$ cat src/tgp_consts.vh
// constants for the timer pin mux and external interrupt block
`ifndef TGP_CONSTS_VH
`define TGP_CONSTS_VH

// ****************************************
// register byte offsets
// ****************************************
`define TGP_OFS_FUNC_SEL    8'h00
`define TGP_OFS_GPIO_DIR    8'h04
`define TGP_OFS_GPIO_DATA   8'h08
`define TGP_OFS_PIN_LEVEL   8'h0c
`define TGP_OFS_PORT_PUEN   8'h10
`define TGP_OFS_SYS_PUDIS   8'h14
`define TGP_OFS_IRQ_CFG     8'h18
`define TGP_OFS_INT_STATUS  8'h1c
`define TGP_OFS_INT_MASK    8'h20

// ****************************************
// widths and field positions
// ****************************************
`define TGP_NPIN            6
`define TGP_NIRQ            2
`define TGP_PIN_T3_CH0      0
`define TGP_PIN_T3_CH1      1
`define TGP_PIN_T4_CH0      2
`define TGP_PIN_T4_CH3      5
`define TGP_IRQ_A           0
`define TGP_IRQ_B           1
`define TGP_PUDIS_IRQ_BIT   0

// ****************************************
// reset values
// ****************************************
`define TGP_RST_FUNC_SEL    6'h00
`define TGP_RST_GPIO_DIR    6'h00
`define TGP_RST_GPIO_DATA   6'h00
`define TGP_RST_PORT_PUEN   6'h3f
`define TGP_RST_SYS_PUDIS   1'b0
`define TGP_RST_IRQ_CFG     2'h0
`define TGP_RST_INT_MASK    2'h0
`define TGP_RST_PAD_OUT     6'h00
`define TGP_RST_PAD_OE_N    6'h3f
`define TGP_RST_PIN_LEVEL   6'h00

// ****************************************
// timing counts
// ****************************************
`define TGP_SYNC_STAGES     2

`endif

$ cat src/tgp_irq_sense.v
// sensing of one active-low external interrupt request input
`timescale 1ns/1ps
`include "tgp_consts.vh"

module tgp_irq_sense (
  input  wire clk,
  input  wire sys_rst,
  input  wire req_n,
  input  wire edge_mode,
  input  wire low_power,
  output wire req_event,
  output wire req_level,
  output wire wake
);

  reg sync_1;
  reg sync_2;
  reg prev_lvl;

  // two-flop synchroniser, first stage feeds only the second
  always @(posedge clk) begin
    if (sys_rst) begin
      sync_1 <= 1'b1;
      sync_2 <= 1'b1;
      prev_lvl <= 1'b1;
    end else begin
      sync_1 <= req_n;
      sync_2 <= sync_1;
      prev_lvl <= sync_2;
    end
  end

  // level mode asserts while low; edge mode fires on high-to-low only
  assign req_level = ~sync_2;
  assign req_event = edge_mode ? (prev_lvl & ~sync_2) : ~sync_2;

  // raw pin path: needs no clock edge, so it works while the clock is stopped
  assign wake = low_power & ~req_n;

endmodule

$ cat src/tgp_pins.v
// port e timer/gpio pin mux with two external interrupt requests and apb registers
//
// Operation
// timer 3 channels 0,1 on shared pins
// timer 4 channels 0-3 on shared pins
// per-pin gpio direction, input or output
// reset selects timer function on all pins
// cleared port pull-up bit disables pull-up
// requests taken asynchronously in stop/wait
// requests synchronised in all other modes
// each request level or falling-edge sensed
// system pull-up disable bit removes request pull-ups
// external device holds request per sensing
// one function-select bit per pin, reset timer
//
// The implementer's own choices: the placing of the registers and the APB register port.
`timescale 1ns/1ps
`include "tgp_consts.vh"

module tgp_pins (
  input  wire        clk,
  input  wire        sys_rst,
  // apb slave
  input  wire        psel,
  input  wire        penable,
  input  wire        pwrite,
  input  wire [7:0]  paddr,
  input  wire [31:0] pwdata,
  output reg  [31:0] prdata,
  output wire        pready,
  output wire        pslverr,
  // timer 3 channel side
  input  wire [1:0]  timer3_ch_out,
  input  wire [1:0]  timer3_ch_oe,
  output wire [1:0]  timer3_ch_in,
  // timer 4 channel side
  input  wire [3:0]  timer4_ch_out,
  input  wire [3:0]  timer4_ch_oe,
  output wire [3:0]  timer4_ch_in,
  // shared pins, bit 0 is port_e_bit8 up to bit 5 is port_e_bit13
  input  wire [5:0]  port_e_pin_in,
  output reg  [5:0]  port_e_pin_out,
  output reg  [5:0]  port_e_pin_oe_n,
  output wire [5:0]  port_e_pullup_en,
  // external interrupt requests, active low
  input  wire        ext_int_req_a_n,
  input  wire        ext_int_req_b_n,
  input  wire        low_power_mode,
  output wire        ext_int_pullup_en,
  output wire        ext_int_a_level,
  output wire        ext_int_b_level,
  output wire        wake_req,
  output wire        irq
);

  // ****************************************
  // register state
  // ****************************************
  reg  [5:0] func_sel;
  reg  [5:0] gpio_dir;
  reg  [5:0] gpio_data;
  reg  [5:0] port_pullup_enable_reg;
  reg        system_pullup_disable_reg;
  reg  [1:0] irq_cfg;
  reg  [1:0] int_status;
  reg  [1:0] int_mask;
  reg  [5:0] pin_level;
  reg  [1:0] status_taken;

  wire [1:0] irq_event;
  wire [1:0] irq_wake;
  wire [1:0] irq_lvl;
  wire [5:0] tmr_out;
  wire [5:0] tmr_oe;
  wire       setup_ph;
  wire       access_ph;
  wire       wr_en;
  wire       rd_status;
  reg        addr_hit;
  reg  [31:0] next_prdata;

  // ****************************************
  // apb decode
  // ****************************************
  // zero-wait slave: access phase always completes in one cycle
  assign setup_ph  = psel & ~penable;
  assign access_ph = psel & penable;
  assign pready    = access_ph;
  assign pslverr   = access_ph & ~addr_hit;
  assign wr_en     = access_ph & pwrite & addr_hit;
  assign rd_status = access_ph & ~pwrite & (paddr == `TGP_OFS_INT_STATUS);

  // address map check, also forms the read mux
  always @* begin
    addr_hit    = 1'b1;
    next_prdata = 32'h0000_0000;
    case (paddr)
      `TGP_OFS_FUNC_SEL:   next_prdata[5:0] = func_sel;
      `TGP_OFS_GPIO_DIR:   next_prdata[5:0] = gpio_dir;
      `TGP_OFS_GPIO_DATA:  next_prdata[5:0] = gpio_data;
      `TGP_OFS_PIN_LEVEL:  next_prdata[5:0] = pin_level;
      `TGP_OFS_PORT_PUEN:  next_prdata[5:0] = port_pullup_enable_reg;
      `TGP_OFS_SYS_PUDIS:  next_prdata[0]   = system_pullup_disable_reg;
      `TGP_OFS_IRQ_CFG:    next_prdata[1:0] = irq_cfg;
      `TGP_OFS_INT_STATUS: next_prdata[1:0] = int_status;
      `TGP_OFS_INT_MASK:   next_prdata[1:0] = int_mask;
      default:             addr_hit = 1'b0;
    endcase
  end

  // read data captured in setup, so it stands through the access phase
  always @(posedge clk) begin
    if (sys_rst) begin
      prdata       <= 32'h0000_0000;
      status_taken <= 2'h0;
    end else if (setup_ph && !pwrite) begin
      prdata       <= next_prdata;
      status_taken <= int_status;
    end
  end

  // ****************************************
  // control registers
  // ****************************************
  // software-written configuration
  always @(posedge clk) begin
    if (sys_rst) begin
      func_sel                  <= `TGP_RST_FUNC_SEL;
      gpio_dir                  <= `TGP_RST_GPIO_DIR;
      gpio_data                 <= `TGP_RST_GPIO_DATA;
      port_pullup_enable_reg    <= `TGP_RST_PORT_PUEN;
      system_pullup_disable_reg <= `TGP_RST_SYS_PUDIS;
      irq_cfg                   <= `TGP_RST_IRQ_CFG;
      int_mask                  <= `TGP_RST_INT_MASK;
    end else if (wr_en) begin
      case (paddr)
        `TGP_OFS_FUNC_SEL:  func_sel <= pwdata[5:0];
        `TGP_OFS_GPIO_DIR:  gpio_dir <= pwdata[5:0];
        `TGP_OFS_GPIO_DATA: gpio_data <= pwdata[5:0];
        `TGP_OFS_PORT_PUEN: port_pullup_enable_reg <= pwdata[5:0];
        `TGP_OFS_SYS_PUDIS:
          system_pullup_disable_reg <= pwdata[`TGP_PUDIS_IRQ_BIT];
        `TGP_OFS_IRQ_CFG:   irq_cfg <= pwdata[1:0];
        `TGP_OFS_INT_MASK:  int_mask <= pwdata[1:0];
        default: ;
      endcase
    end
  end

  // ****************************************
  // shared pin mux
  // ****************************************
  // gather both timers into one pin-ordered vector
  assign tmr_out = {timer4_ch_out, timer3_ch_out};
  assign tmr_oe  = {timer4_ch_oe, timer3_ch_oe};

  // pin inputs always reach the timers; on a gpio pin the timer output is just not driven
  assign timer3_ch_in = port_e_pin_in[`TGP_PIN_T3_CH1:`TGP_PIN_T3_CH0];
  assign timer4_ch_in = port_e_pin_in[`TGP_PIN_T4_CH3:`TGP_PIN_T4_CH0];

  // registered pad drive; one cycle of latency keeps pad outputs glitch free
  always @(posedge clk) begin
    if (sys_rst) begin
      port_e_pin_out  <= `TGP_RST_PAD_OUT;
      port_e_pin_oe_n <= `TGP_RST_PAD_OE_N; // pads released while reset is held
    end else begin
      port_e_pin_out  <= (func_sel & gpio_data) | (~func_sel & tmr_out);
      port_e_pin_oe_n <= ~((func_sel & gpio_dir) | (~func_sel & tmr_oe));
    end
  end

  // pad level sampled for software; inputs treated as clock-synchronous
  always @(posedge clk) begin
    if (sys_rst) begin
      pin_level <= `TGP_RST_PIN_LEVEL;
    end else begin
      pin_level <= port_e_pin_in;
    end
  end

  // port pull-ups follow their enable bits directly, request pull-ups the inverted disable bit
  assign port_e_pullup_en  = port_pullup_enable_reg;
  assign ext_int_pullup_en = ~system_pullup_disable_reg;

  // ****************************************
  // external interrupt requests
  // ****************************************
  // one sensing slice per request input
  tgp_irq_sense u_sense_a (
    .clk       (clk),
    .sys_rst   (sys_rst),
    .req_n     (ext_int_req_a_n),
    .edge_mode (irq_cfg[`TGP_IRQ_A]),
    .low_power (low_power_mode),
    .req_event (irq_event[`TGP_IRQ_A]),
    .req_level (irq_lvl[`TGP_IRQ_A]),
    .wake      (irq_wake[`TGP_IRQ_A])
  );

  tgp_irq_sense u_sense_b (
    .clk       (clk),
    .sys_rst   (sys_rst),
    .req_n     (ext_int_req_b_n),
    .edge_mode (irq_cfg[`TGP_IRQ_B]),
    .low_power (low_power_mode),
    .req_event (irq_event[`TGP_IRQ_B]),
    .req_level (irq_lvl[`TGP_IRQ_B]),
    .wake      (irq_wake[`TGP_IRQ_B])
  );

  // the wake path relies on the requester holding its level until serviced
  assign wake_req        = |irq_wake;
  assign ext_int_a_level = irq_lvl[`TGP_IRQ_A];
  assign ext_int_b_level = irq_lvl[`TGP_IRQ_B];

  // ****************************************
  // interrupt status
  // ****************************************
  // read clears only bits returned to software; a new event wins over the clear
  always @(posedge clk) begin
    if (sys_rst) begin
      int_status <= 2'h0;
    end else begin
      int_status <= (int_status & ~(rd_status ? status_taken : 2'h0)) | irq_event;
    end
  end

  assign irq = |(int_status & int_mask);

endmodule

$ cat config.mk
export PLATFORM = sky130hd
export DESIGN_NAME = tgp_pins
export DESIGN_NICKNAME = d
export VERILOG_FILES = /design/src/tgp_irq_sense.v /design/src/tgp_pins.v
export VERILOG_INCLUDE_DIRS = /design/src
export SDC_FILE = /design/constraint.sdc
export NUM_CORES = 1
export LEC_CHECK = 0
export ABC_AREA = 1
export ABC_CLOCK_PERIOD_IN_PS = 1400
export BUFFER_PORTS_ARGS = -buffer_cell sky130_fd_sc_hd__buf_2
export CAP_MARGIN = 20
export CORE_MARGIN = 2
export CORE_UTILIZATION = 35
export CTS_BUF_LIST = sky130_fd_sc_hd__clkbuf_8
export CTS_CLUSTER_SIZE = 40
export DETAILED_ROUTE_END_ITERATION = 10
export PLACE_DENSITY = 0.7
export SYNTH_ARGS = -nofsm -noshare
export SYNTH_HDL_FRONTEND = slang
export SYNTH_SLANG_ARGS = --single-unit
$ cat constraint.sdc
create_clock -name clk -period 1.4 [get_ports clk]
set_input_delay 0 -clock clk [delete_from_list [all_inputs] [get_ports clk]]
set_output_delay 0 -clock clk [all_outputs]
set_load 0.005 [all_outputs]
==> flow_summary_export.csv, run 1 <==
group,metric,value,unit
status,status,"finished clean",
worst_setup_path,end_kind,"flip-flop",
final_layout,syn_to_final_growth,29.7,%
clocking,clk_pin_slew,0.07,ns
sta,hold_viol,0,
place,numPortBuffers,76,
floorplanning,die_w,97.1,microns
drt,routed_wl,7710,microns
final_layout,final_common_cell,"nand2_1",
worst_setup_path,path_buf_inv,2,
sta,drv_slew,0,
worst_setup_path,timing.rr.start,"int_status[0]",
logic_synthesis,syn-cell-area,3030,sq um
logic_synthesis,synth.ff_latch_count,63,
logic_synthesis,ys_warn_count,0,
floorplanning,ios,129,
clocking,cts_buffer_depth,2,
global_routing,grt_usage,0.167,
global_routing,grt_antenna_before_repair,0,
drt,vias,2891,
clocking,cts.sinks,63,
global_routing,overflow,0,
clocking,cts_inserted_buffers,9,
worst_setup_path,cp-start-kind,"input pin",
worst_setup_path,worst-setup-path-type,"input pin to flip-flop",
drt,avgViaCountPerCell,4.44,
floorplanning,core,8300,sq um
worst_setup_path,cp_max_fo,13,
clocking,cts_hold_buffers,27,
worst_setup_path,worst_r2r_endpoint,"prdata[0]",
drt,top_layer,"met4",
drt,met1_length,3350,microns
sta,setup_slack,0.266,ns
clocking,cts_setup_buffers,0,
logic_synthesis,syn_inst,435,
worst_setup_path,cp_top_family,"simple AND/OR/NAND/NOR gates",
worst_setup_path,cp-endpoint,"gpio_dir[5]",
final_layout,layout_common_cells,"nand2_1, nor2_1, buf_2, dfxtp_1, inv_1",
logic_synthesis,synth-edff-count,0,
worst_setup_path,cp_slowest_cell,"nand3_2",
global_routing,grt_max_degree,47,
clocking,htreeDepth,3,
final_layout,diodes,0,
worst_setup_path,ff2ff_setup_slack,0.44,ns
worst_setup_path,critPathRequiredTime,1.64,ns
sta,fin_crit_sh,0.810,
drt,route.met2.wl,3720,microns
drt,drtAntennaViolNets,0,
pwr,p_leak,2.04,nW
sta,setup_viol,0,
worst_setup_path,worstPathArrival,1.37,ns
final_layout,fill_cells,839,
place,place_ws,-0.0778,ns
logic_synthesis,netlist-cell-type-count,28,
worst_setup_path,path_cells,"buf_2 -> nor2_1 -> nand2_1 -> inv_2 -> nand2_1 -> nand2_1 -> nor2_2 -> nand2_4 -> nand3_2 -> nor2_1 -> nor2_1",
pwr,p_per_area,1020,nW/um^2
final_layout,design_area,3930,sq um
pwr,ir_drop,0.743,mV
sta,fin_crit,1.13,ns
sta,fmax,882,MHz
drt,drc,0,
clocking,cts_resized,0,
floorplanning,die_y,97.1,microns
floorplanning,dieArea,9430,sq um
final_layout,drive_above_1_share,0.233,
sta,whs,0.0403,ns
floorplanning,initial_core_util,0.365,
clocking,clk_root_buffer_cell,"clkbuf_8",
job,cap_viol_max_count,0,
pwr,p_total,0.00402,W
drt,first_pass_iters,4,
clocking,cts_tree,"yes",
place,dp_hpwl,5640,microns
worst_setup_path,ff2ff_path_depth,6,
drt,wl_per_cell,11.8,microns
worst_setup_path,startpoint,"paddr[7]",
min_path,worst_hold_path_type,"input pin to flip-flop",
global_routing,grt_pass1_wl,12700,microns
logic_synthesis,ys_async_sr_fraction,0,
place,postPlaceCellArea,3430,sq um
drt,wl_met3,567,microns
final_layout,layout.nets,608,
worst_setup_path,crit_cells,11,
logic_synthesis,yosysSeqAreaShare,0.416,
logic_synthesis,synth.avg_cell_area,6.97,sq um
sta,fin_worst_skew,0.00720,ns
global_routing,grt_pass1_vias,2747,
logic_synthesis,synth_ff_type,"dfxtp_1",
clocking,clk_latency,0.34,ns
final_layout,final_core_util,0.474,
place,place.gp.congestion,0.823,
worst_setup_path,max_stage_delay,0.28,ns
sta,rsz0062_at_grt,"false",
drt,dr.first_iter.drc_count,121,
floorplanning,num_rows,33,
-- worst min-delay path: stages --
cell and delay (ns):
buf_2 0.10, nor3_1 0.06, nand2_1 0.06, nand3_1 0.06, o21ai_0 0.06
-- how the worst min path moves through the flow --
stage | from | to | depth (start not counted)
floorplan | ext_int_req_a_n | wake_req | 1
global placement | port_e_pin_in[2] | timer4_ch_in[0] | 2
detailed placement | port_e_pin_in[4] | timer4_ch_in[2] | 2
CTS | pwrite | int_status[0] | 5
global route | pwrite | int_status[1] | 5
finish | pwrite | int_status[0] | 5
-- Yosys cell counts, types with 2 or more instances --
cell      number  area, sq um
nand2_1       93          349
nor2_1        80          300
dfxtp_1       63         1260
inv_1         51          191
buf_4         33          248
o21ai_0       27          135
a21oi_1       18         90.1
nand3_1       16         80.1
nand2_2        6         37.5
nand4_1        6         37.5
nand3_2        5         50.1
buf_2          4         20.0
buf_6          4         45.0
clkbuf_1       4         15.0
inv_2          4         15.0
or2_2          4         25.0
a31oi_1        3         18.8
nor3_1         2         10.0
o21a_1         2         15.0
o22ai_1        2         12.5
-- power by group --
group          internal, W  leakage [nW]  switching [W]  total (W)
Clock              0.00114         0.118       0.000680    0.00182
Sequential         0.00184         0.515      0.0000175    0.00186
Combinational     0.000169          1.41       0.000179   0.000348
-- per-stage QoR --
step           instances  TNS, ns
5_1_grt              651        0
6_report             651        0
3_3_place_gp         609        0
3_5_place_dp         609   -0.807
4_1_cts              651        0
2_1_floorplan        460        0
-- cell type report --
class	count	area, sq um	area share
flip-flops and latches	63	1260	0.321
clock inverters	3	65.1	0.0165
multi-input cells	297	1330	0.338
clock buffers	12	165	0.0420
inverters	55	206	0.0525
well taps	105	131	0.0334
repair buffers	116	773	0.197
-- routing by layer --
metal / vias up / track usage
met5: - / 0
met3: 11 / 0.0518
met1: 1286 / 0.204
met4: 0 / 0.0444
met2: 94 / 0.286
li1: 1500 / -
-- cells by family after synthesis --
family / after synthesis / share of synthesized area
other: 1 / 0.00124
AOI/OAI and AO/OA: 55 / 0.0982
DFF: 63 / 0.416
buffers and inverters: 100 / 0.176
and+or+nand+nor: 216 / 0.309
Power figures use the tool's default switching activity.
==> inputs of run 2 (changes only) <==
--- a/config.mk
+++ b/config.mk
@@ -7,7 +7,7 @@
 export NUM_CORES = 1
 export LEC_CHECK = 0
 export ABC_AREA = 1
-export ABC_CLOCK_PERIOD_IN_PS = 1400
+export ABC_CLOCK_PERIOD_IN_PS = 1000
 export BUFFER_PORTS_ARGS = -buffer_cell sky130_fd_sc_hd__buf_2
 export CAP_MARGIN = 20
 export CORE_MARGIN = 2
@@ -15,7 +15,7 @@
 export CTS_BUF_LIST = sky130_fd_sc_hd__clkbuf_8
 export CTS_CLUSTER_SIZE = 40
 export DETAILED_ROUTE_END_ITERATION = 10
-export PLACE_DENSITY = 0.7
+export PLACE_DENSITY = 0.72
 export SYNTH_ARGS = -nofsm -noshare
 export SYNTH_HDL_FRONTEND = slang
 export SYNTH_SLANG_ARGS = --single-unit
==> constraint.sdc (replaced) <==
create_clock -name clk -period 1 [get_ports clk]
set_input_delay 0 -clock clk [delete_from_list [all_inputs] [get_ports clk]]
set_output_delay 0 -clock clk [all_outputs]
set_load 0.005 [all_outputs]
==> run 2 against run 1 <==
Net effect:
- die area unchanged
- clock power about the same
- critical path type is now flip-flop to output pin
- the flow now finishes with violations (negative setup slack)
- first-iteration DRC count is 33% higher
- critical path depth shrank 9
- combinational power is 64% higher
- global-route usage is 0.74 points higher
==> flow_summary_export.csv, run 2 (synthesis results as in run 1) <==
group,metric,value,unit
sta,rsz0062_at_grt,"true",
job,cap_viol_max_count,0,
clocking,cts_inserted_buffers,9,
global_routing,grt_pass1_vias,2926,
worst_setup_path,path_buf_inv,1,
floorplanning,dieArea,9430,sq um
global_routing,grt_usage,0.175,
floorplanning,num_rows,33,
worst_setup_path,cp_top_family,"flip-flops",
clocking,cts.sinks,63,
final_layout,regArea,1260,sq um
worst_setup_path,worst-setup-path-type,"flip-flop to output pin",
clocking,clk_latency,0.35,ns
pwr,p_per_area,1180,nW/um^2
worst_setup_path,worst_r2r_endpoint,"prdata[2]",
worst_setup_path,ff2ff_path_depth,4,
pwr,p_sw_frac,0.247,
sta,fin_worst_skew,0.00466,ns
clocking,clk_root_buffer_cell,"clkbuf_8",
final_layout,syn_to_final_growth,40.1,%
final_layout,design_area,4250,sq um
floorplanning,initial_core_util,0.365,
worst_setup_path,cp-start-kind,"flip-flop",
clocking,cts_tree,"yes",
pwr,sequentialPowerShare,0.521,
worst_setup_path,path_cells,"a22o_1 -> buf_2",
final_layout,diodes,0,
final_layout,drive_above_1_share,0.319,
worst_setup_path,timing.rr.start,"func_sel[2]",
clocking,htreeDepth,3,
min_path,worstHoldStart,"pwrite",
place,postPlaceCellArea,3590,sq um
place,dp_hpwl,5840,microns
worst_setup_path,critPathRequiredTime,1.00,ns
pwr,p_comb_frac,0.114,
worst_setup_path,cp-endpoint,"irq",
worst_setup_path,cp_max_fo,3,
worst_setup_path,crit_cells,2,
floorplanning,die_w,97.1,microns
pwr,p_leak,2.18,nW
pwr,p_clk_frac,0.366,
drt,drtAntennaViolNets,0,
worst_setup_path,end_kind,"output pin",
floorplanning,core,8300,sq um
worst_setup_path,cp_slowest_cell,"dfxtp_2",
global_routing,grt_max_degree,48,
final_layout,multi_input_area,1500,sq um
sta,setup_slack,-0.0287,ns
place,place.gp.congestion,0.849,
floorplanning,ios,129,
worst_setup_path,ff2ff_setup_slack,0.09,ns
final_layout,layout.nets,632,
drt,first_pass_iters,4,
final_layout,layoutNonFillerInstCount,675,
worst_setup_path,worstPathArrival,1.03,ns
sta,fin_crit_sh,1.03,
pwr,p_switching,0.00123,W
worst_setup_path,max_stage_delay,0.33,ns
place,numPortBuffers,76,
final_layout,final_common_cell,"nand2_1",
sta,setup_viol,1,
status,violations,"negative setup slack",
status,status,"finished with violations",
worst_setup_path,startpoint,"int_mask[0]",
place,place_inst,627,
clocking,clk_pin_slew,0.06,ns
sta,hold_viol,0,
drt,wl_per_cell,12.5,microns
sta,drv_slew,0,
drt,vias,3068,
global_routing,grt_pass1_wl,13100,microns
drt,avgViaCountPerCell,4.55,
floorplanning,die_y,97.1,microns
min_path,worst_hold_path_type,"input pin to flip-flop",
drt,drc,0,
final_layout,fill_cells,839,
clocking,cts_buffer_depth,2,
sta,fmax,972,MHz
pwr,internal-power,0.00377,W
sta,fin_crit,1.03,ns
global_routing,overflow,0,
drt,routed_wl,8460,microns
global_routing,grt_antenna_before_repair,0,
final_layout,layout_common_cells,"nand2_1, buf_2, nor2_1, dfxtp_1, inv_1",
drt,dr.first_iter.drc_count,161,
pwr,ir_drop,0.755,mV
run 2: cell type report:
| class | instances | share of cell area |
|---|---|---|
| multi-input combinational | 299 | 0.354 |
| sequential | 63 | 0.298 |
| timing repair buffer | 138 | 0.232 |
| inverter | 55 | 0.0486 |
| clock buffer | 10 | 0.0324 |
| tap | 105 | 0.0309 |
| clock inverter | 5 | 0.00471 |
run 2: timing repair:
item                                    CTS  global route
buffers inserted                          1             3
pin swaps                                 1            16
endpoints found under the hold margin    44             0
cloned                                    0             3
gates resized for setup                   4            51
endpoints found under the setup margin    7            29
hold buffers                             26             0
run 2: routing by layer:
| metal | up-vias | track usage | part of all wire |
|---|---|---|---|
| li1 | 1553 | - | - |
| met1 | 1389 | 0.203 | 0.42 |
| met2 | 114 | 0.298 | 0.49 |
| met3 | 12 | 0.0612 | 0.075 |
| met4 | 0 | 0.0628 | 0.016 |
| met5 | - | 0 | 0 |
run 2: worst min path at each step:
stage                            to  slack, ns  cells after the start
floorplan                  wake_req       0.08                      1
global placement    timer4_ch_in[2]       0.18                      2
detailed placement  timer4_ch_in[2]       0.18                      2
CTS                   int_status[0]       0.02                      5
global route          int_status[0]       0.05                      5
finish                int_status[0]       0.03                      5
run 2: worst min-delay path: stages:
cell and delay [ns]:
buf_2 0.10, nor3_1 0.07, nand2_1 0.05, nand3_1 0.05, o21ai_0 0.06
run 2: stage by stage:
step | TNS (ns) | setup slack (ns) | power, W | utilization | hold WS (ns)
final | -0.0287 | -0.0287 | 0.00500 | 0.512 | 0.0265
after global routing | -0.124 | -0.0697 | 0.00524 | 0.512 | 0.0462
after CTS | -0.0383 | -0.0383 | 0.00502 | 0.486 | 0.0158
after detailed placement | -10.91 | -0.396 | 0.00309 | 0.433 | 0.182
after global placement | -8.39 | -0.314 | 0.00308 | 0.433 | 0.182
after floorplan | 0 | 0.00361 | 0.00294 | - | 0.0760
run 2: power groups by stage:
| stage | clock (W) | sequential (W) | combinational, W |
|---|---|---|---|
| 2_1_floorplan | 0 | 0.00266 | 0.000277 |
| 3_3_place_gp | 0 | 0.00266 | 0.000427 |
| 3_5_place_dp | 0 | 0.00266 | 0.000433 |
| 4_1_cts | 0.00190 | 0.00260 | 0.000518 |
| 5_1_grt | 0.00200 | 0.00261 | 0.000626 |
| 6_report | 0.00183 | 0.00260 | 0.000569 |
